**config.mk**
```make
export PLATFORM = sky130hd
export DESIGN_NAME = audio_channel_state_machine
export DESIGN_NICKNAME = d
export VERILOG_FILES = /design/src/design/audio_channel_state_machine.v
export VERILOG_INCLUDE_DIRS = /design/src /design/src/design
export SDC_FILE = /design/constraint.sdc
export NUM_CORES = 1
export LEC_CHECK = 0
export ABC_CLOCK_PERIOD_IN_PS = 19000
export BUFFER_PORTS_ARGS = -buffer_cell sky130_fd_sc_hd__buf_2
export CAP_MARGIN = 20
export CORE_AREA = 2 2 129 131
export DETAILED_ROUTE_END_ITERATION = 10
export DIE_AREA = 0 0 131 133
export HOLD_SLACK_MARGIN = 0.15
export PLACE_DENSITY = 0.94
export RECOVER_POWER = 50
export SLEW_MARGIN = 20
export SYNTH_ARGS = -nofsm -noshare
export SYNTH_HDL_FRONTEND = slang
export SYNTH_SLANG_ARGS = --single-unit
```
**constraint.sdc**
```tcl
create_clock -name clk -period 19 [get_ports clk]
set_input_delay 5.7 -clock clk [delete_from_list [all_inputs] [get_ports clk]]
set_output_delay 5.7 -clock clk [all_outputs]
set_load 0.01 [all_outputs]
```
**src/design/audio_chan_map.vh**
```
// Purpose: constants for the audio channel sequencer
// Assumes: plain Verilog-2005, included by bare name
// Notes:   state codes, AXI4-Lite map, field positions, reset values
`ifndef AUDIO_CHAN_MAP_VH
`define AUDIO_CHAN_MAP_VH

// Sequencer state codes (three bits)
`define ST_IDLE       3'h0
`define ST_DMA_FIRST  3'h1
`define ST_HIGH       3'h2
`define ST_LOW        3'h3
`define ST_UNUSED4    3'h4
`define ST_DMA_DROP   3'h5
`define ST_UNUSED6    3'h6
`define ST_UNUSED7    3'h7

// Register byte offsets
`define REG_CTRL      4'h0
`define REG_PERIOD    4'h4
`define REG_LENGTH    4'h8
`define REG_DATA      4'hc

// Control register fields
`define CTRL_DMA_EN   0
`define CTRL_ATT_VOL  1
`define CTRL_ATT_PER  2
`define CTRL_IRQ_CLR  3

// Status fields, read at the control offset
`define STAT_STATE_LO 8
`define STAT_PEND     11

// Reset and limit values
`define PERIOD_RESET  16'h0001
`define LENGTH_RESET  16'h0001
`define VOLUME_MAX    7'h40

// System clock in kHz (3.58 MHz) and fabric clock in kHz (200 MHz)
`define SYS_CLK_KHZ   3580
`define FAB_CLK_KHZ   200000
`define SYS_DIV       (`FAB_CLK_KHZ / `SYS_CLK_KHZ)

`endif

```
**src/design/audio_channel_state_machine.v**
```verilog
// Purpose: one audio channel sequencer with period/length counters
// Assumes: AXI4-Lite registers, DMA handshake as word/restart requests
// Notes:   sequencer advances on a 3.58 MHz enable pulse from a divider
//
// Added by the designer: the register addresses and the AXI4-Lite slave port.

`include "audio_chan_map.vh"
`default_nettype none

module audio_channel_state_machine #(
   parameter DIV = `SYS_DIV
) (
   // Clock and reset
   input  wire        clk,
   input  wire        rst_b,
   // AXI4-Lite write address
   input  wire [3:0]  s_axi_awaddr,
   input  wire        s_axi_awvalid,
   output reg         s_axi_awready,
   // AXI4-Lite write data
   input  wire [31:0] s_axi_wdata,
   input  wire [3:0]  s_axi_wstrb,
   input  wire        s_axi_wvalid,
   output reg         s_axi_wready,
   // AXI4-Lite write response
   output reg  [1:0]  s_axi_bresp,
   output reg         s_axi_bvalid,
   input  wire        s_axi_bready,
   // AXI4-Lite read address
   input  wire [3:0]  s_axi_araddr,
   input  wire        s_axi_arvalid,
   output reg         s_axi_arready,
   // AXI4-Lite read data
   output reg  [31:0] s_axi_rdata,
   output reg  [1:0]  s_axi_rresp,
   output reg         s_axi_rvalid,
   input  wire        s_axi_rready,
   // DMA controller side
   output reg         word_fetch_request,
   output reg         pointer_restart_request,
   input  wire        dma_word_valid,
   input  wire [15:0] dma_word,
   // Interrupt circuitry
   input  wire        chan_irq_pending,
   output reg         chan_irq_request,
   // Attach data from the previous channel
   input  wire [15:0] prev_data,
   input  wire        prev_volume_load,
   input  wire        prev_period_load,
   // Converter and attach outputs
   output reg  [7:0]  dac_sample,
   output reg  [6:0]  volume,
   output reg  [15:0] next_chan_data,
   output reg         next_chan_volume_load,
   output reg         next_chan_period_load,
   output reg  [2:0]  state_bits
);

   reg        rst_s1;
   reg        rst_s2;
   reg [7:0]  div_cnt;
   reg        tick;
   reg        chan_dma_enable;
   reg        attach_volume;
   reg        attach_period;
   reg [15:0] period_value_reg;
   reg [15:0] length_backup;
   reg [15:0] period_cnt;
   reg [15:0] length_cnt;
   reg [15:0] hold_latch;
   reg [15:0] out_buf;
   reg        data_written;
   reg        irq_term_prepared;
   reg        penhi;
   reg        aw_got;
   reg        w_got;
   reg [3:0]  aw_addr;
   reg [31:0] w_data;
   reg [3:0]  w_strb;
   reg [2:0]  next_state;
   reg        restart_due;
   localparam [31:0] DIV_W = DIV;

   wire perfin = (period_cnt == 16'h0001);
   wire lenfin = (length_cnt == 16'h0001);
   // requests without attach-period or with attach-volume
   wire napnav = (~attach_volume & ~attach_period) | attach_volume;
   wire hi_to_lo = tick && state_bits == `ST_HIGH && perfin;
   wire lo_to_hi = tick && state_bits == `ST_LOW && perfin;
   // attach-period asks on the 010 to 011 edge; on 011 to 010 only with attach-volume too
   wire req_on_edge = (lo_to_hi & napnav) | (hi_to_lo & attach_period);
   wire wr_fire = aw_got && w_got && !s_axi_bvalid;
   wire data_wr = wr_fire && aw_addr == `REG_DATA;
   // both write and DMA arrival load the holding latch
   wire word_in = data_wr | (dma_word_valid & chan_dma_enable);
   wire [15:0] word_val = data_wr ? w_data[15:0] : dma_word;
   // Pending seen when a word starts means the CPU fell behind
   wire irq_late = chan_irq_pending && !chan_dma_enable;
   wire len_wrap = dma_word_valid && chan_dma_enable && lenfin;
   wire raise_fetch = tick && (
      (state_bits == `ST_IDLE && next_state == `ST_DMA_FIRST) ||
      ((state_bits == `ST_DMA_FIRST || state_bits == `ST_DMA_DROP) &&
       data_written) || (req_on_edge && chan_dma_enable));

   // Reset release through two flops
   always @(posedge clk or negedge rst_b) begin
      if (!rst_b) begin
         rst_s1 <= 1'b0;
         rst_s2 <= 1'b0;
      end else begin
         rst_s1 <= 1'b1;
         rst_s2 <= rst_s1;
      end
   end

   // 3.58 MHz enable pulse from the 200 MHz clock
   always @(posedge clk or negedge rst_s2) begin
      if (!rst_s2) begin
         div_cnt <= 8'h00;
         tick    <= 1'b0;
      end else if (div_cnt == DIV_W[7:0] - 8'h01) begin
         div_cnt <= 8'h00;
         tick    <= 1'b1;
      end else begin
         div_cnt <= div_cnt + 8'h01;
         tick    <= 1'b0;
      end
   end

   // Sequencer next state
   always @* begin
      next_state = state_bits;
      case (state_bits)
         `ST_IDLE: begin
            if (chan_dma_enable)
               next_state = `ST_DMA_FIRST;
            // processor write starts main loop at once
            else if (data_written)
               next_state = `ST_HIGH;
         end
         `ST_DMA_FIRST: begin
            if (!chan_dma_enable)
               next_state = `ST_IDLE;
            else if (data_written)
               next_state = `ST_DMA_DROP;
         end
         `ST_DMA_DROP: begin
            if (!chan_dma_enable)
               next_state = `ST_IDLE;
            else if (data_written)
               next_state = `ST_HIGH;
         end
         `ST_HIGH: begin
            if (perfin)
               next_state = `ST_LOW;
         end
         `ST_LOW: begin
            if (perfin) begin
               // late clear in CPU mode drops back to idle
               // loop ends when DMA enable is low and an interrupt is still pending
               if (irq_late || (!chan_dma_enable && !data_written &&
                   chan_irq_pending))
                  next_state = `ST_IDLE;
               else
                  next_state = `ST_HIGH;
            end
         end
         // unused codes go straight to idle
         default: next_state = `ST_IDLE;
      endcase
   end

   // Sequencer, counters and buffers
   always @(posedge clk or negedge rst_s2) begin
      if (!rst_s2) begin
         state_bits              <= `ST_IDLE;
         period_cnt              <= `PERIOD_RESET;
         length_cnt              <= `LENGTH_RESET;
         hold_latch              <= 16'h0000;
         out_buf                 <= 16'h0000;
         data_written            <= 1'b0;
         irq_term_prepared       <= 1'b0;
         chan_irq_request        <= 1'b0;
         word_fetch_request      <= 1'b0;
         pointer_restart_request <= 1'b0;
         restart_due             <= 1'b0;
         penhi                   <= 1'b0;
         dac_sample              <= 8'h00;
         next_chan_data          <= 16'h0000;
         next_chan_volume_load   <= 1'b0;
         next_chan_period_load   <= 1'b0;
      end else begin
         next_chan_volume_load <= 1'b0;
         next_chan_period_load <= 1'b0;
         chan_irq_request      <= 1'b0;
         // Requests are levels held until the DMA word answers
         if (dma_word_valid) begin
            word_fetch_request      <= 1'b0;
            pointer_restart_request <= 1'b0;
         end
         if (word_in) begin
            hold_latch   <= word_val;
            data_written <= 1'b1;
         end
         if (dma_word_valid && chan_dma_enable) begin
            // length counts down per word, reloads at one
            if (lenfin) begin
               length_cnt              <= length_backup;
               // block-end irq waits for the last word's output
               irq_term_prepared       <= 1'b1;
            end else
               length_cnt <= length_cnt - 16'h0001;
         end
         // restart request rides with the next word request
         if (raise_fetch) begin
            word_fetch_request      <= 1'b1;
            pointer_restart_request <= restart_due | len_wrap;
            restart_due             <= 1'b0;
         end else if (len_wrap)
            restart_due <= 1'b1;
         if (tick) begin
            state_bits <= next_state;
            if ((state_bits == `ST_DMA_FIRST ||
                 state_bits == `ST_DMA_DROP) && data_written) begin
               data_written       <= word_in;
            end
            if (next_state == `ST_HIGH && state_bits != `ST_LOW &&
                state_bits != `ST_HIGH) begin
               out_buf      <= hold_latch;
               data_written <= word_in;
               period_cnt   <= period_value_reg;
               // CPU mode asks for a word as it starts
               if (!chan_dma_enable && napnav)
                  chan_irq_request <= 1'b1;
            end
            if (state_bits == `ST_HIGH || state_bits == `ST_LOW) begin
               // count to one, then reload from period_value_reg
               if (perfin)
                  period_cnt <= period_value_reg;
               else
                  period_cnt <= period_cnt - 16'h0001;
            end
            // buffer refills only when a new word waits
            if (lo_to_hi && data_written) begin
               out_buf      <= hold_latch;
               data_written <= word_in;
            end
            // word done, ask for the next
            // prepared term fires after 011 to 010
            if (lo_to_hi && napnav) begin
               chan_irq_request  <= !chan_dma_enable | irq_term_prepared;
               // A wrap in the same cycle keeps the term armed
               irq_term_prepared <= len_wrap;
            end
            penhi <= (next_state == `ST_HIGH);
            // attach routes words to the next channel
            if (hi_to_lo && attach_period) begin
               next_chan_data        <= out_buf;
               next_chan_period_load <= 1'b1;
            end
            if (lo_to_hi && attach_volume) begin
               next_chan_data        <= out_buf;
               next_chan_volume_load <= 1'b1;
            end
         end
         // 010 drives upper byte, 011 lower; zero while attach-volume or attach-period is set
         if (attach_volume || attach_period)
            dac_sample <= 8'h00;
         else if (penhi)
            dac_sample <= out_buf[15:8];
         else
            dac_sample <= out_buf[7:0];
      end
   end

   // AXI4-Lite slave; control, period, length and data registers
   always @(posedge clk or negedge rst_s2) begin
      if (!rst_s2) begin
         s_axi_awready    <= 1'b0;
         s_axi_wready     <= 1'b0;
         s_axi_bvalid     <= 1'b0;
         s_axi_bresp      <= 2'h0;
         s_axi_arready    <= 1'b0;
         s_axi_rvalid     <= 1'b0;
         s_axi_rresp      <= 2'h0;
         s_axi_rdata      <= 32'h00000000;
         aw_got           <= 1'b0;
         w_got            <= 1'b0;
         aw_addr          <= 4'h0;
         w_data           <= 32'h00000000;
         w_strb           <= 4'h0;
         chan_dma_enable  <= 1'b0;
         attach_volume    <= 1'b0;
         attach_period    <= 1'b0;
         period_value_reg <= `PERIOD_RESET;
         length_backup    <= `LENGTH_RESET;
         volume           <= `VOLUME_MAX;
      end else begin
         s_axi_awready <= 1'b0;
         s_axi_wready  <= 1'b0;
         s_axi_arready <= 1'b0;
         if (s_axi_awvalid && !aw_got && !s_axi_awready) begin
            s_axi_awready <= 1'b1;
            aw_got        <= 1'b1;
            aw_addr       <= s_axi_awaddr;
         end
         if (s_axi_wvalid && !w_got && !s_axi_wready) begin
            s_axi_wready <= 1'b1;
            w_got        <= 1'b1;
            w_data       <= s_axi_wdata;
            w_strb       <= s_axi_wstrb;
         end
         if (wr_fire) begin
            aw_got       <= 1'b0;
            w_got        <= 1'b0;
            s_axi_bvalid <= 1'b1;
            s_axi_bresp  <= 2'h0;
            case (aw_addr)
               `REG_CTRL: if (w_strb[0]) begin
                  chan_dma_enable <= w_data[`CTRL_DMA_EN];
                  attach_volume   <= w_data[`CTRL_ATT_VOL];
                  attach_period   <= w_data[`CTRL_ATT_PER];
               end
               `REG_PERIOD: begin
                  if (w_strb[0]) period_value_reg[7:0]  <= w_data[7:0];
                  if (w_strb[1]) period_value_reg[15:8] <= w_data[15:8];
               end
               `REG_LENGTH: begin
                  if (w_strb[0]) length_backup[7:0]  <= w_data[7:0];
                  if (w_strb[1]) length_backup[15:8] <= w_data[15:8];
               end
               `REG_DATA: ;
               default: s_axi_bresp <= 2'h2;
            endcase
         end else if (s_axi_bvalid && s_axi_bready)
            s_axi_bvalid <= 1'b0;
         // the previous channel may steer period or volume
         if (prev_period_load)
            period_value_reg <= prev_data;
         // volume tops out at 40 hex
         if (prev_volume_load)
            volume <= (prev_data[6:0] > `VOLUME_MAX) ? `VOLUME_MAX
                                                     : prev_data[6:0];
         if (s_axi_arvalid && !s_axi_rvalid && !s_axi_arready)
            s_axi_arready <= 1'b1;
         // Answer only after the address handshake edge
         if (s_axi_arvalid && s_axi_arready) begin
            s_axi_rvalid  <= 1'b1;
            s_axi_rresp   <= 2'h0;
            case (s_axi_araddr)
               `REG_CTRL: s_axi_rdata <= {20'h00000, chan_irq_pending,
                  state_bits, 5'h00, attach_period, attach_volume,
                  chan_dma_enable};
               `REG_PERIOD: s_axi_rdata <= {16'h0000, period_cnt};
               `REG_LENGTH: s_axi_rdata <= {16'h0000, length_cnt};
               `REG_DATA:   s_axi_rdata <= {16'h0000, out_buf};
               default: begin
                  s_axi_rdata <= 32'h00000000;
                  s_axi_rresp <= 2'h2;
               end
            endcase
         end else if (s_axi_rvalid && s_axi_rready)
            s_axi_rvalid <= 1'b0;
      end
   end

endmodule

`default_nettype wire

```
# Word level (Yosys, flattened, before mapping)
# Cells that the tools add are included.
# W data, S select, Z words.
# word_totals
regBits,218
in_bits,87
output_inout_bits,80
word_cells,210
# op_classes
add_sub_neg,3
order_cmp,1
n_eq_ne,17
n_mux,64
bitwise,11
n_reduce_logical,73
# ops
cell,count
$mux W16,12
$pmux W16 S4,1
$mux W8,5
$mux W1,34
$eq A16 B1 Y1 const B,2
$logic_and A1 B1 Y1,32
$sub A16 B1 Y16 const B,2
$reduce_bool A2 Y1,13
$mux W3,7
$eq A4 B4 Y1 const B,4
$pmux W3 S5,1
$reduce_and A3 Y1,5
$eq A3 B2 Y1 const B,3
$logic_not A1 Y1,9
$add A8 B1 Y8 const B,1
$eq A4 B3 Y1 const B,2
$eq A8 B6 Y1 const B,1
$logic_not A4 Y1,2
$reduce_or A4 Y1,2
$gt A7 B7 Y1 const B,1
$mux W7,1
$eq A3 B1 Y1 const B,2
$logic_or A1 B1 Y1,6
$mux W2,3
7 further kinds,18

# Longest topological paths before layout
# logic_depth
ltp_word,13
depth_mapped,8
ltp_nobuf,7

# Worst setup path after synthesis
# OpenSTA, ideal clock, no wires.
# synth_path
kind,in2reg
start,in s_axi_araddr[1]
end,reg s_axi_rdata[2]
setup_ns,0.077
t_arrival_ns,6.822
required_time_ns,18.923
slack_ns,12.102
stages,5
path_buffers,1
cell_sequence,nor4b_2 -> clkbuf_1 -> a22o_1 -> a221oi_1 -> o21ai_1
# synth_between
elab_chain_cells,2
elab_cells_between_ends,5
cone_classes,eq/ne (3); mux (1); reduce/logical (1)
# synth_lines
element,line_no,source
start: declaration,audio_channel_state_machine.v:30,"input wire [3:0] s_axi_araddr,"
$eq A4 B4 Y1 (tied with other cells),audio_channel_state_machine.v:350,case (s_axi_araddr)
$pmux W16 S4 (*),audio_channel_state_machine.v:350,
end signal: assignment,audio_channel_state_machine.v:351,"`REG_CTRL: s_axi_rdata <= {20'h00000, chan_irq_pending,"
end signal: assignment,audio_channel_state_machine.v:354,"`REG_PERIOD: s_axi_rdata <= {16'h0000, period_cnt};"
end signal: assignment,audio_channel_state_machine.v:355,"`REG_LENGTH: s_axi_rdata <= {16'h0000, length_cnt};"
end: declaration,audio_channel_state_machine.v:34,"output reg [31:0] s_axi_rdata,"
# Every way passes the cells marked *; elsewhere a longest branch is shown, timed or not.
# A chain may end at the register's enable or synchronous reset.

# Worst setup path in the final report
# layout_path
start,reg state_bits[0]
end,out state_bits[0]
# layout_lines
element,line_no,source
start: declaration,audio_channel_state_machine.v:56,output reg [2:0] state_bits
start signal: assignment,audio_channel_state_machine.v:176,state_bits <= `ST_IDLE;
start signal: assignment,audio_channel_state_machine.v:222,state_bits <= next_state;
# No word-level cell between the ends.

==> results.py <==
metrics = {
    "cts": {
        "cts_made_buffers": 17,
        "insertion_delay_ps": 450,
        "cts_buffer_depth": 2,
        "cts-resized-gates": 0,
        "cts_sinks": 200,
        "postCtsSetupRepairBufs": 0,
        "path_clk_slew_ps": 80,
        "hold_buffers": 0,
        "clk_root_buffer_cell": "clkbuf_16",
        "htree_num_levels": 4,
        "cts_tree": "done",
    },
    "logic_synthesis": {
        "postSynthAreaPerCell_um2": 10.9,
        "synth_seq_area_share": 0.534,
        "synthFlopType": "dfrtp_1",
        "synth-seq-cells": 200,
        "yosysWarnings": 0,
        "synth_area_mm2": 0.00939,
        "async_reset_ff_frac": 1.00,
        "synth_edf_count": 0,
        "synth_cell_type_count": 68,
        "synth_cells": 860,
    },
    "sta": {
        "worst_pin_slew_ps": 4310,
        "slew_headroom": -1.87,
        "fin_crit_sh": 0.375,
        "setup_violations": 0,
        "final.min_clock_period_ps": 7120,
        "slew_viol_final": 203,
        "finalHoldViolations": 0,
        "skew_ps": 12.2,
        "max_clock_freq_mhz": 141,
        "rsz0062_at_grt": "no",
        "finalSetupTns_ps": 0,
    },
    "pwr": {
        "p_leak_nw": 5.15,
        "power.total_w": 0.00118,
        "p_per_area_mw_per_mm2": 110,
        "ir_drop_mv": 0.0821,
    },
    "route": {
        "drc_errors": 0,
        "wl_um": 24800,
        "wl_per_cell_um": 20.6,
        "firstDrtPassIters": 10,
        "vias_per_cell": 6.32,
        "dr.first_iter.drc_count": 899,
        "num_vias": 7605,
        "ant_nets": 0,
    },
    "worst_hold_path": {
        "hold-path-cell-count": 0,
        "min-delay-start": "rst_s1",
        "worst_hold_path_type": "register to register",
        "hold_end": "rst_s2",
    },
    "floorplan": {
        "initial_core_util": 0.580,
        "die_area_mm2": 0.0174,
        "coreArea_mm2": 0.0162,
        "dieWidth_um": 131,
        "io_pins": 167,
        "num_rows": 47,
        "die_h_um": 133,
    },
    "critical_path": {
        "cp.arrival_ps": 1420,
        "setup.worst_path.start_class": "register",
        "r2r-start": "rst_s2",
        "ff2ff_setup_slack_ps": 12940,
        "reg2reg_depth": 1,
        "crit_chain": "buf_2",
        "worst_path_largest_cell_delay_ps": 720,
        "path_max_fanout": 20,
        "cpMaxStageDelayCell": "dfrtp_1",
        "endpoint_kind": "output pin",
        "path_buf_inv": 1,
        "critical_path_class": "register to output pin",
        "critPathRequiredTime_ps": 13300,
        "r2r_end": "next_chan_data[4]",
        "crit_family": "flip-flops",
    },
    "global_route": {
        "busiest_layer": "met2",
        "met1_usage": 0.393,
        "grt_util_met2": 0.441,
        "grt_max_degree": 87,
        "antenna_found_initial": 1,
        "gr-usage-all-layers": 0.289,
        "grt_pass1_vias": 7205,
        "use_met3": 0.0809,
        "grt_pass1_wl_um": 38600,
        "overflow": 0,
    },
    "cells_and_area": {
        "areaGrowthSynthToFinish_pct": 14.0,
        "design_area_mm2": 0.0107,
        "n_antenna_cell": 0,
        "drive_gt1_frac": 0.234,
        "finalNetCount": 1064,
    },
    "placed_design": {
        "place_area_mm2": 0.0101,
        "dp_hpwl_um": 17100,
        "io_buffers": 130,
        "gp_congestion": 0.956,
    },
    "status": {
        "violations": "max-capacitance violations, max-slew violations",
        "status": "finished with violations",
    },
    "job": {
        "cap_violations": 3,
    },
}
[synthesized netlist by cell type (6+ instances only)]
| cell | n | area share |
|---|---|---|
| dfrtp_1 | 195 | 0.52 |
| nand2_1 | 89 | 0.036 |
| o21ai_1 | 58 | 0.031 |
| nor2_1 | 57 | 0.023 |
| mux2i_1 | 35 | 0.037 |
| mux2_1 | 33 | 0.040 |
| clkbuf_1 | 31 | 0.012 |
| mux2_2 | 31 | 0.037 |
| inv_1 | 23 | 0.0092 |
| a21oi_1 | 21 | 0.011 |
| nor3_1 | 21 | 0.011 |
| o21ai_0 | 21 | 0.011 |
| nand3_1 | 20 | 0.011 |
| a31oi_1 | 18 | 0.012 |
| buf_4 | 18 | 0.014 |
| buf_2 | 11 | 0.0059 |
| mux2_4 | 10 | 0.016 |
| a222oi_1 | 9 | 0.0096 |
| and3_1 | 9 | 0.0060 |
| nor4_1 | 9 | 0.0060 |
| a22o_1 | 8 | 0.0075 |
| nand3b_1 | 8 | 0.0064 |
| a221o_1 | 7 | 0.0075 |
| a221oi_1 | 7 | 0.0065 |
| o2bb2ai_1 | 7 | 0.0065 |
| ha_1 | 6 | 0.0080 |
| nor3b_1 | 6 | 0.0048 |
[routing by layer]
metal  vias up  part of all wire
met5         -           0.00048
met4         2             0.041
met3       106              0.11
met2       540              0.46
met1      3655              0.39
li1       3302                 -
[where the power goes]
group	leakage [nW]	switching [W]	internal, W	total (W)
sequential	2.57	0.000111	0.000508	0.000619
combinational	2.29	0.0000992	0.0000900	0.000189
clock	0.289	0.000177	0.000190	0.000367
total	5.15	0.000387	0.000788	0.00118
[metrics by stage]
step,instances,utilization,hold slack [ps],worst slack (ps)
after detailed placement,1172,0.625,337,11730
after global routing,1204,0.662,363,11550
final,1204,0.662,354,11880
after floorplan,877,-,331,12100
after CTS,1204,0.662,362,11900
after global placement,1172,0.625,337,11780
[kinds of logic after synthesis]
family          after synthesis  share of synthesized area
simple gates                259                      0.140
flops                       200                      0.534
compound gates              191                      0.136
mux                         109                      0.130
buf+inv                      88                     0.0463
fa+ha+maj                     6                    0.00800
xor+xnor                      5                    0.00467
other cells                   2                   0.000800
[cell usage in the layout (no fill, tap or decap), drive strengths merged, types with 6 or more instances in the layout]
master | Yosys | routed
nor4b | 6 | 6
a31oi | 18 | 18
nor3b | 6 | 6
a221oi | 7 | 7
nor4 | 12 | 12
a221o | 7 | 7
inv | 24 | 29
nor2 | 57 | 57
nor3 | 21 | 21
and3 | 9 | 9
dfrtp | 195 | 195
nand3 | 20 | 20
ha | 6 | 6
mux2 | 74 | 74
a22o | 8 | 8
a21oi | 22 | 22
o21ai | 79 | 79
o2bb2ai | 8 | 8
clkinv | 0 | 6
conb | 2 | 19
buf | 33 | 137
nand3b | 9 | 9
mux2i | 35 | 35
nand2 | 90 | 90
a222oi | 9 | 9
clkbuf | 31 | 20
[how the worst max path moves through the flow]
stage / start / endpoint / slack, ps / cells after the start
2_1_floorplan: s_axi_araddr[1] / s_axi_rdata[2] / 12100 / 5
3_3_place_gp: s_axi_araddr[1] / s_axi_rdata[8] / 11780 / 5
3_5_place_dp: s_axi_araddr[1] / s_axi_rdata[8] / 11730 / 5
4_1_cts: state_bits[0] / state_bits[0] / 11900 / 1
5_1_grt: rst_s2 / length_cnt[13] / 11550 / 1
6_report: state_bits[0] / state_bits[0] / 11880 / 1
[cell type report]
class	count	area, um2
Clock inverter	14	161
Fill cell	1122	5470
Multi-Input combinational cell	589	4010
Timing Repair Buffer	139	711
Sequential cell	200	5010
Tap cell	220	275
Clock buffer	18	439
Inverter	24	90.1
(Power assumes the default switching activity.)
